$ cat config.mk
export PLATFORM = sky130hd
export DESIGN_NAME = cikh_config_kbc_port
export DESIGN_NICKNAME = d
export VERILOG_FILES = /design/src/cikh_pkg.sv /design/src/cikh_config_kbc_port.sv
export SDC_FILE = /design/constraint.sdc
export NUM_CORES = 1
export LEC_CHECK = 0
export ABC_CLOCK_PERIOD_IN_PS = 2400
export BUFFER_PORTS_ARGS = -buffer_cell sky130_fd_sc_hd__buf_2
export CORE_AREA = 4 4 119 132
export CTS_CLUSTER_SIZE = 24
export DETAILED_ROUTE_END_ITERATION = 8
export DIE_AREA = 0 0 123 136
export PLACE_DENSITY = 0.6
export SYNTH_ARGS = -nofsm -noshare
export SYNTH_HDL_FRONTEND = slang
export SYNTH_SLANG_ARGS = --single-unit
$ cat constraint.sdc
create_clock -name ref_clk -period 2.4 [get_ports ref_clk]
set_input_delay 0.12 -clock ref_clk [delete_from_list [all_inputs] [get_ports ref_clk]]
set_output_delay 0.12 -clock ref_clk [all_outputs]
set_load 0.02 [all_outputs]
$ cat src/cikh_pkg.sv
// Constants for the configuration index/data pair and the keyboard host port.
// Assumes a 16-bit ISA I/O address and an 8-bit data bus.
package cikh_pkg;
  // ----------------------------------------
  // I/O addresses
  // ----------------------------------------
  localparam logic [15:0] IO_CONFIG_INDEX_PORT = 16'h00EC;
  localparam logic [15:0] IO_CONFIG_DATA_PORT = 16'h00ED;
  localparam logic [15:0] IO_KBC_DATA_PORT = 16'h0060;
  localparam logic [15:0] IO_KBC_STATUS_COMMAND_PORT = 16'h0064;
  localparam int KBC_SEL_BIT = 2;
  // ----------------------------------------
  // Index values
  // ----------------------------------------
  localparam logic [7:0] IDX_RTC_DECODE_ADDR_LOW = 8'h1B;
  localparam logic [7:0] IDX_RTC_DECODE_ADDR_HIGH = 8'h1C;
  localparam logic [7:0] IDX_MISC_PIN_MODE_CONTROL = 8'h1D;
  localparam logic [7:0] IDX_SILICON_REVISION = 8'h1F;
  // ----------------------------------------
  // Reset values
  // ----------------------------------------
  localparam logic [7:0] RST_RTC_DECODE_ADDR_LOW = 8'h71;
  localparam logic [7:0] RST_RTC_DECODE_ADDR_HIGH = 8'h00;
  localparam logic [7:0] RST_MISC_PIN_MODE_CONTROL = 8'hC3;
  localparam logic [7:0] RST_INDEX = 8'h00;
  // Arbitrary value, not tied to any part
  localparam logic [7:0] SILICON_REVISION_CODE = 8'hA5;
  // ----------------------------------------
  // Field positions
  // ----------------------------------------
  localparam int LOW_CLOCK_DECODE_ENABLE = 0;
  localparam int MISC_KBD_MODE = 1;
  localparam int MISC_PRIVATE_PIN_FREEZE = 2;
  localparam int MISC_AUX_OUT_FIRST = 3;
  localparam int MISC_AUX_OUT_SECOND = 4;
  localparam int MISC_AUX_PIN_DIRECTION = 5;
  localparam int STAT_OUTPUT_FULL = 0;
  localparam int STAT_INPUT_FULL = 1;
  localparam int STAT_COMMAND_DATA = 3;
endpackage

$ cat src/cikh_config_kbc_port.sv
// Configuration index/data registers, clock address decode and keyboard host port.
// Assumes ISA strobes and address arrive from pins; microcontroller side is same-clock logic.
//
// What this block does
// Decode index at ECh, data at EDh
// Index byte selects register for data port
// Index write-only, data port read/write
// Index 1B/1C/1D/1F select the four registers
// Enabled address match generates clock access
// Low bits 7:1, high byte bits 15:8
// Reset low 71h, high 00h
// Clock ports default to 70h and 71h
// Misc bit 1 keyboard mode, resets 1
// Software writes ones to bits 0,6,7
// Misc bit 2 freezes three private pins
// Misc bit 5 makes aux pins outputs
// Bits 3,4 drive aux pins when output
// Revision register returns fixed code
// Host port at 60h/64h, A2 selects
// Data read returns buffer, clears output-full
// Status read changes no flag
// Data write loads buffer, C/D=0, input-full
// Command write loads buffer, C/D=1, input-full
// Controller load sets output-full
// Controller read clears input-full
// Host select decodes address with strobes
// Config register defaults applied while system reset asserted
// Unimplemented index: write ignored, stable read
`timescale 1ns/1ps
`default_nettype none
module cikh_config_kbc_port (
  // Clock and reset
  input wire logic ref_clk,
  input wire logic rst_b,
  input wire logic system_reset_in,
  // ISA host side
  input wire logic [15:0] io_addr,
  input wire logic io_rd_b,
  input wire logic io_wr_b,
  input wire logic [7:0] sd_in,
  output logic [7:0] sd_out,
  output logic sd_oe,
  // Clock core selects
  output logic clock_access,
  // Microcontroller side
  input wire logic mcu_out_load,
  input wire logic [7:0] mcu_out_data,
  input wire logic mcu_in_read,
  input wire logic [3:0] mcu_status_upper,
  input wire logic mcu_status_sys,
  output logic [7:0] host_in_buffer,
  output logic kbd_mode,
  output logic [7:0] status_byte,
  // Private pins, controller drives and freeze applied here
  input wire logic speed_select_in,
  input wire logic shadow_ram_in,
  input wire logic mouse_irq_in,
  output logic speed_select_pin,
  output logic shadow_ram_pin,
  output logic mouse_irq_pin,
  // Auxiliary pins
  input wire logic aux_pin_first_in,
  input wire logic aux_pin_second_in,
  output logic aux_pin_first_out,
  output logic aux_pin_second_out,
  output logic aux_pin_first_oe,
  output logic aux_pin_second_oe,
  output logic [1:0] aux_port1_bits
);
  // ----------------------------------------
  // Pin synchronisers
  // ----------------------------------------
  logic [15:0] addr_s1_r, addr_s2_r;
  logic rd_s1_r, rd_s2_r, rd_s3_r, wr_s1_r, wr_s2_r, wr_s3_r;
  logic [7:0] sd_s1_r, sd_s2_r;
  logic rst_s1_r, rst_s2_r;
  logic [1:0] aux_s1_r, aux_s2_r;

  always_ff @(posedge ref_clk or negedge rst_b) begin
    if (!rst_b) begin
      addr_s1_r <= 16'h0000;
      addr_s2_r <= 16'h0000;
      rd_s1_r <= 1'b1;
      rd_s2_r <= 1'b1;
      rd_s3_r <= 1'b1;
      wr_s1_r <= 1'b1;
      wr_s2_r <= 1'b1;
      wr_s3_r <= 1'b1;
      sd_s1_r <= 8'h00;
      sd_s2_r <= 8'h00;
      rst_s1_r <= 1'b1;
      rst_s2_r <= 1'b1;
      aux_s1_r <= 2'h0;
      aux_s2_r <= 2'h0;
    end else begin
      addr_s1_r <= io_addr;
      addr_s2_r <= addr_s1_r;
      rd_s1_r <= io_rd_b;
      rd_s2_r <= rd_s1_r;
      rd_s3_r <= rd_s2_r;
      wr_s1_r <= io_wr_b;
      wr_s2_r <= wr_s1_r;
      wr_s3_r <= wr_s2_r;
      sd_s1_r <= sd_in;
      sd_s2_r <= sd_s1_r;
      rst_s1_r <= system_reset_in;
      rst_s2_r <= rst_s1_r;
      aux_s1_r <= {aux_pin_second_in, aux_pin_first_in};
      aux_s2_r <= aux_s1_r;
    end
  end

  // ----------------------------------------
  // Decode
  // ----------------------------------------
  // Act once per strobe, on its falling edge after sync; holds no side effect for long strobes
  logic rd_lvl, rd_start, wr_start;
  assign rd_lvl = !rd_s2_r;
  assign rd_start = !rd_s2_r && rd_s3_r;
  assign wr_start = !wr_s2_r && wr_s3_r;

  logic sel_index, sel_data, sel_kbc, kbc_cmd;
  assign sel_index = (addr_s2_r == cikh_pkg::IO_CONFIG_INDEX_PORT);
  assign sel_data = (addr_s2_r == cikh_pkg::IO_CONFIG_DATA_PORT);
  // Both host ports differ only in A2
  assign sel_kbc = ((addr_s2_r & ~(16'h0001 << cikh_pkg::KBC_SEL_BIT)) == cikh_pkg::IO_KBC_DATA_PORT);
  assign kbc_cmd = addr_s2_r[cikh_pkg::KBC_SEL_BIT];

  // ----------------------------------------
  // Configuration registers
  // ----------------------------------------
  logic [7:0] index_r, low_r, high_r, misc_r;

  always_ff @(posedge ref_clk or negedge rst_b) begin
    if (!rst_b) begin
      index_r <= cikh_pkg::RST_INDEX;
    end else if (rst_s2_r) begin
      index_r <= cikh_pkg::RST_INDEX;
    end else if (wr_start && sel_index) begin
      index_r <= sd_s2_r;
    end
  end

  always_ff @(posedge ref_clk or negedge rst_b) begin
    if (!rst_b) begin
      low_r <= cikh_pkg::RST_RTC_DECODE_ADDR_LOW;
      high_r <= cikh_pkg::RST_RTC_DECODE_ADDR_HIGH;
      misc_r <= cikh_pkg::RST_MISC_PIN_MODE_CONTROL;
    end else if (rst_s2_r) begin
      low_r <= cikh_pkg::RST_RTC_DECODE_ADDR_LOW;
      high_r <= cikh_pkg::RST_RTC_DECODE_ADDR_HIGH;
      misc_r <= cikh_pkg::RST_MISC_PIN_MODE_CONTROL;
    end else if (wr_start && sel_data) begin
      // Other indexes, revision included, drop the write
      unique case (index_r)
        cikh_pkg::IDX_RTC_DECODE_ADDR_LOW: low_r <= sd_s2_r;
        cikh_pkg::IDX_RTC_DECODE_ADDR_HIGH: high_r <= sd_s2_r;
        cikh_pkg::IDX_MISC_PIN_MODE_CONTROL: misc_r <= sd_s2_r;
        default: ;
      endcase
    end
  end

  logic [7:0] cfg_rd;
  always_comb begin
    unique case (index_r)
      cikh_pkg::IDX_RTC_DECODE_ADDR_LOW: cfg_rd = low_r;
      cikh_pkg::IDX_RTC_DECODE_ADDR_HIGH: cfg_rd = high_r;
      cikh_pkg::IDX_MISC_PIN_MODE_CONTROL: cfg_rd = misc_r;
      cikh_pkg::IDX_SILICON_REVISION: cfg_rd = cikh_pkg::SILICON_REVISION_CODE;
      default: cfg_rd = 8'hFF;
    endcase
  end

  // ----------------------------------------
  // Clock core address match
  // ----------------------------------------
  // Bit 0 of the pin address is not compared
  assign clock_access = low_r[cikh_pkg::LOW_CLOCK_DECODE_ENABLE] && (rd_lvl || !wr_s2_r)
    && (addr_s2_r[15:1] == {high_r, low_r[7:1]});

  // ----------------------------------------
  // Keyboard host port
  // ----------------------------------------
  logic [7:0] out_buf_r, in_buf_r;
  logic obf_r, ibf_r, cd_r;

  always_ff @(posedge ref_clk or negedge rst_b) begin
    if (!rst_b) begin
      out_buf_r <= 8'h00;
    end else if (mcu_out_load) begin
      out_buf_r <= mcu_out_data;
    end
  end

  always_ff @(posedge ref_clk or negedge rst_b) begin
    if (!rst_b) begin
      obf_r <= 1'b0;
    end else if (mcu_out_load) begin
      obf_r <= 1'b1;
    end else if (rd_start && sel_kbc && !kbc_cmd) begin
      obf_r <= 1'b0;
    end
  end

  always_ff @(posedge ref_clk or negedge rst_b) begin
    if (!rst_b) begin
      in_buf_r <= 8'h00;
      cd_r <= 1'b0;
    end else if (wr_start && sel_kbc) begin
      in_buf_r <= sd_s2_r;
      cd_r <= kbc_cmd;
    end
  end

  // Host write wins over a same-cycle controller read
  always_ff @(posedge ref_clk or negedge rst_b) begin
    if (!rst_b) begin
      ibf_r <= 1'b0;
    end else if (wr_start && sel_kbc) begin
      ibf_r <= 1'b1;
    end else if (mcu_in_read) begin
      ibf_r <= 1'b0;
    end
  end

  always_comb begin
    status_byte = {mcu_status_upper, 4'h0};
    status_byte[cikh_pkg::STAT_OUTPUT_FULL] = obf_r;
    status_byte[cikh_pkg::STAT_INPUT_FULL] = ibf_r;
    status_byte[2] = mcu_status_sys;
    status_byte[cikh_pkg::STAT_COMMAND_DATA] = cd_r;
  end
  assign host_in_buffer = in_buf_r;

  // ----------------------------------------
  // Read data
  // ----------------------------------------
  always_ff @(posedge ref_clk or negedge rst_b) begin
    if (!rst_b) begin
      sd_out <= 8'h00;
      sd_oe <= 1'b0;
    end else if (rd_lvl && sel_data) begin
      sd_out <= cfg_rd;
      sd_oe <= 1'b1;
    end else if (rd_lvl && sel_kbc) begin
      sd_out <= kbc_cmd ? status_byte : out_buf_r;
      sd_oe <= 1'b1;
    end else begin
      sd_oe <= 1'b0;
    end
  end

  // ----------------------------------------
  // Pins steered by the control register
  // ----------------------------------------
  assign kbd_mode = misc_r[cikh_pkg::MISC_KBD_MODE];

  logic [2:0] priv_r;
  always_ff @(posedge ref_clk or negedge rst_b) begin
    if (!rst_b) begin
      priv_r <= 3'h0;
    end else if (!misc_r[cikh_pkg::MISC_PRIVATE_PIN_FREEZE]) begin
      priv_r <= {mouse_irq_in, shadow_ram_in, speed_select_in};
    end
  end
  assign speed_select_pin = priv_r[0];
  assign shadow_ram_pin = priv_r[1];
  assign mouse_irq_pin = priv_r[2];

  assign aux_pin_first_oe = misc_r[cikh_pkg::MISC_AUX_PIN_DIRECTION];
  assign aux_pin_second_oe = misc_r[cikh_pkg::MISC_AUX_PIN_DIRECTION];
  assign aux_pin_first_out = misc_r[cikh_pkg::MISC_AUX_OUT_FIRST];
  assign aux_pin_second_out = misc_r[cikh_pkg::MISC_AUX_OUT_SECOND];
  assign aux_port1_bits = aux_s2_r;
endmodule
`default_nettype wire

==> reports/qor.yml <==
synthCells: 374
ys_seq_elements: 123
area_delta_synth_final_pct: 32.07
fin_skew_ns: 0.01858
drive_gt1_frac: 0.3372
peakVddDrop_mv: 0.4832
timing.final.crit_share: 0.8409
grt_pass1_wl_um: 18350
critPathSlowestCell: "dfrtp_1"
tns_ns: 0
slew_viol_final: 0
routed_wl_um: 11310
final_cell_mix: "dfrtp_1, buf_2, dlygate4sd3_1, mux2i_1, nor2_1"
cts_made_buffers: 17
grt_start_max_net_pins: 73
track_usage: 0.1435
via_count: 3340
status: "finished, final reports clean"
worst_pin_slew_ns: 0.7047
avgSynthCellArea_sq_um: 13.21
startpoint_type: "flip-flop"
critPathBufInv: 2
syn-num-nets: 423
core_area_sq_um: 14330
cts_buffer_depth: 2
synth-main-ff-cell: "dfrtp_1"
critPathRequiredTime_ns: 2.28
path_max_fanout: 12
clkSinkCount: 123
port-buffer-count: 84
min_path_type: "input port to flip-flop"
endpoint_kind: "output port"
nets: 549
layout_commonest_cell: "dfrtp_1"
cellPowerDensity_nw_per_um2: 757.4
ctsHoldBuffers: 42
final-hold-violation-count: 0
final_antenna_net_count: 0
ctsResizeCount: 0
rows: 46
crit_chain: "buf_4, xnor2_1, nand4_1, nor4_1, buf_2"
wl_per_cell_um: 16.05
arrival_ns: 1.90
setup_viol: 0
crit_path_max_incr_delay_ns: 0.39
gp_congestion: 0.8818
die_w_um: 123
drv_cap: 0
seq_area_frac_synth: 0.6272
slew_headroom: 0.5302
avgViaCountPerCell: 4.738
syn-cell-area_sq_um: 4940
clock_insertion_delay_worst_skew_ns: 0.41
start_util: 0.3447
io_pins: 85
drt_iter0_drc: 178
cp_top_family: "simple AND/OR/NAND/NOR gates"
worstSetupPathType: "flip-flop to output port"
root_buffer: "clkbuf_16"
min_period_ns: 2.018
fin_util: 0.4552
dieArea_sq_um: 16730
dp.final_hpwl_um: 8056
dr.pass1.iters: 4
antenna_found_initial: 0
post_cts_buffers: 0
synth-edff-count: 0
gr-total-overflow: 0
clkTransAtPathRegs_ns: 0.05
rsz0062_at_grt: "no"
ys_types: 49
power_leakage_nw: 2.980
n_antenna_cell: 0
drc: 0
die_y_um: 136
cts_tree: "built"
clock.fmax_mhz: 495.5
async_reset_ff_frac: 1.000
ys_warn_count: 0
cts_htree_levels: 4
grt_pass1_vias: 3490
-- flip-flops by register name (all words and copies together), names as in the netlist, 2 cells and up --
name and count:
addr_s1_r 16, addr_s2_r 16, high_r 8, host_in_buffer 8
index_r 8, low_r 8, misc_r 8, out_buf_r 8
sd_out 8, sd_s1_r 8, sd_s2_r 8, priv_r 3
aux_port1_bits 2, aux_s1_r 2
-- where the power goes --
group          switching (mW)  leakage (nW)  internal [mW]  total, mW
clock network           0.872         0.288           1.63       2.51
registers              0.0513          1.51           2.15       2.20
logic                   0.108          1.18          0.126      0.233
-- worst register-to-register path: cells and delay by family (launching register included) --
family           cells  cell delay, ns
and+or+nand+nor      3            1.32
muxes                1            0.16
DFF                  1            0.38
-- kinds of logic (layout without fill, tap and decap cells) --
kind of cell | after synthesis | after routing | synth area share
AOI/OAI and AO/OA | 49 | 49 | 0.06560
xor gates and xnor gates | 15 | 15 | 0.02660
buffers and inverters | 32 | 171 | 0.03926
DFF | 123 | 123 | 0.6272
muxes | 50 | 50 | 0.1064
and+or+nand+nor | 105 | 105 | 0.1350
-- synth_stat cells (all sizes together) (2+ instances only) --
cell type / number / area share
a21o: 2 / 0.0030
a21oi: 11 / 0.011
a221o: 7 / 0.014
and4: 3 / 0.0056
buf: 17 / 0.027
clkbuf: 10 / 0.0076
dfrtp: 107 / 0.54
dfstp: 16 / 0.085
inv: 4 / 0.0030
mux2: 20 / 0.046
mux2i: 30 / 0.061
nand2: 3 / 0.0023
nand2b: 18 / 0.023
nand3: 9 / 0.0091
nand3b: 2 / 0.0030
nand4: 9 / 0.014
nor2: 25 / 0.021
nor2b: 5 / 0.0063
nor3: 10 / 0.011
nor4: 3 / 0.0099
o21ai: 15 / 0.015
o22ai: 4 / 0.0051
o31ai: 2 / 0.0030
o32ai: 4 / 0.0071
or2b: 9 / 0.014
or3: 2 / 0.0025
or4: 2 / 0.0038
xnor2: 14 / 0.025
-- cell type report --
type	instances	area [sq um]
flip-flops and latches	123	3098
clock buffers	22	484.2
multi-input cells	219	1648
clock inverters	10	115.1
fillers	1311	7807
inverters	4	15.01
repair buffers	135	923.4
well taps	192	240.2
-- layer usage --
layer | global-route usage | share of wire | up-vias
li1 | - | - | 1561
met1 | 0.1805 | 0.43 | 1675
met2 | 0.2379 | 0.50 | 95
met3 | 0.04245 | 0.057 | 9
met4 | 0.04492 | 0.010 | 0
met5 | 0 | 0 | -
-- worst paths after layout --
kind,from,end,slack (ns),cells after the start
max,addr_s2_r[2],clock_access,0.38,5
min,mcu_out_load,obf_r,0.10,2
max reg2reg,index_r[5],misc_r[4],0.41,4
min reg2reg,sd_s1_r[4],sd_s2_r[4],0.34,0
max in group asynchronous,rst_b,rd_s3_r,1.55,3
min in group asynchronous,rst_b,aux_s1_r[0],0.12,2
-- metrics by stage --
step                      std cells  cell area, sq um  total power [mW]  worst slack (ns)  hold WS, ns
after detailed placement        631              5504             2.424            0.4142    -0.004683
after global placement          631              5504             2.418            0.4305    -0.008908
after CTS                       705              6524             5.018            0.3352      0.07884
after floorplan                 374              4940             2.304            0.5135      -0.1756
final                           705              6524             4.941            0.3818       0.1002
after global routing            705              6524             5.132            0.2745       0.1078
Power figures use the tool's default switching activity.
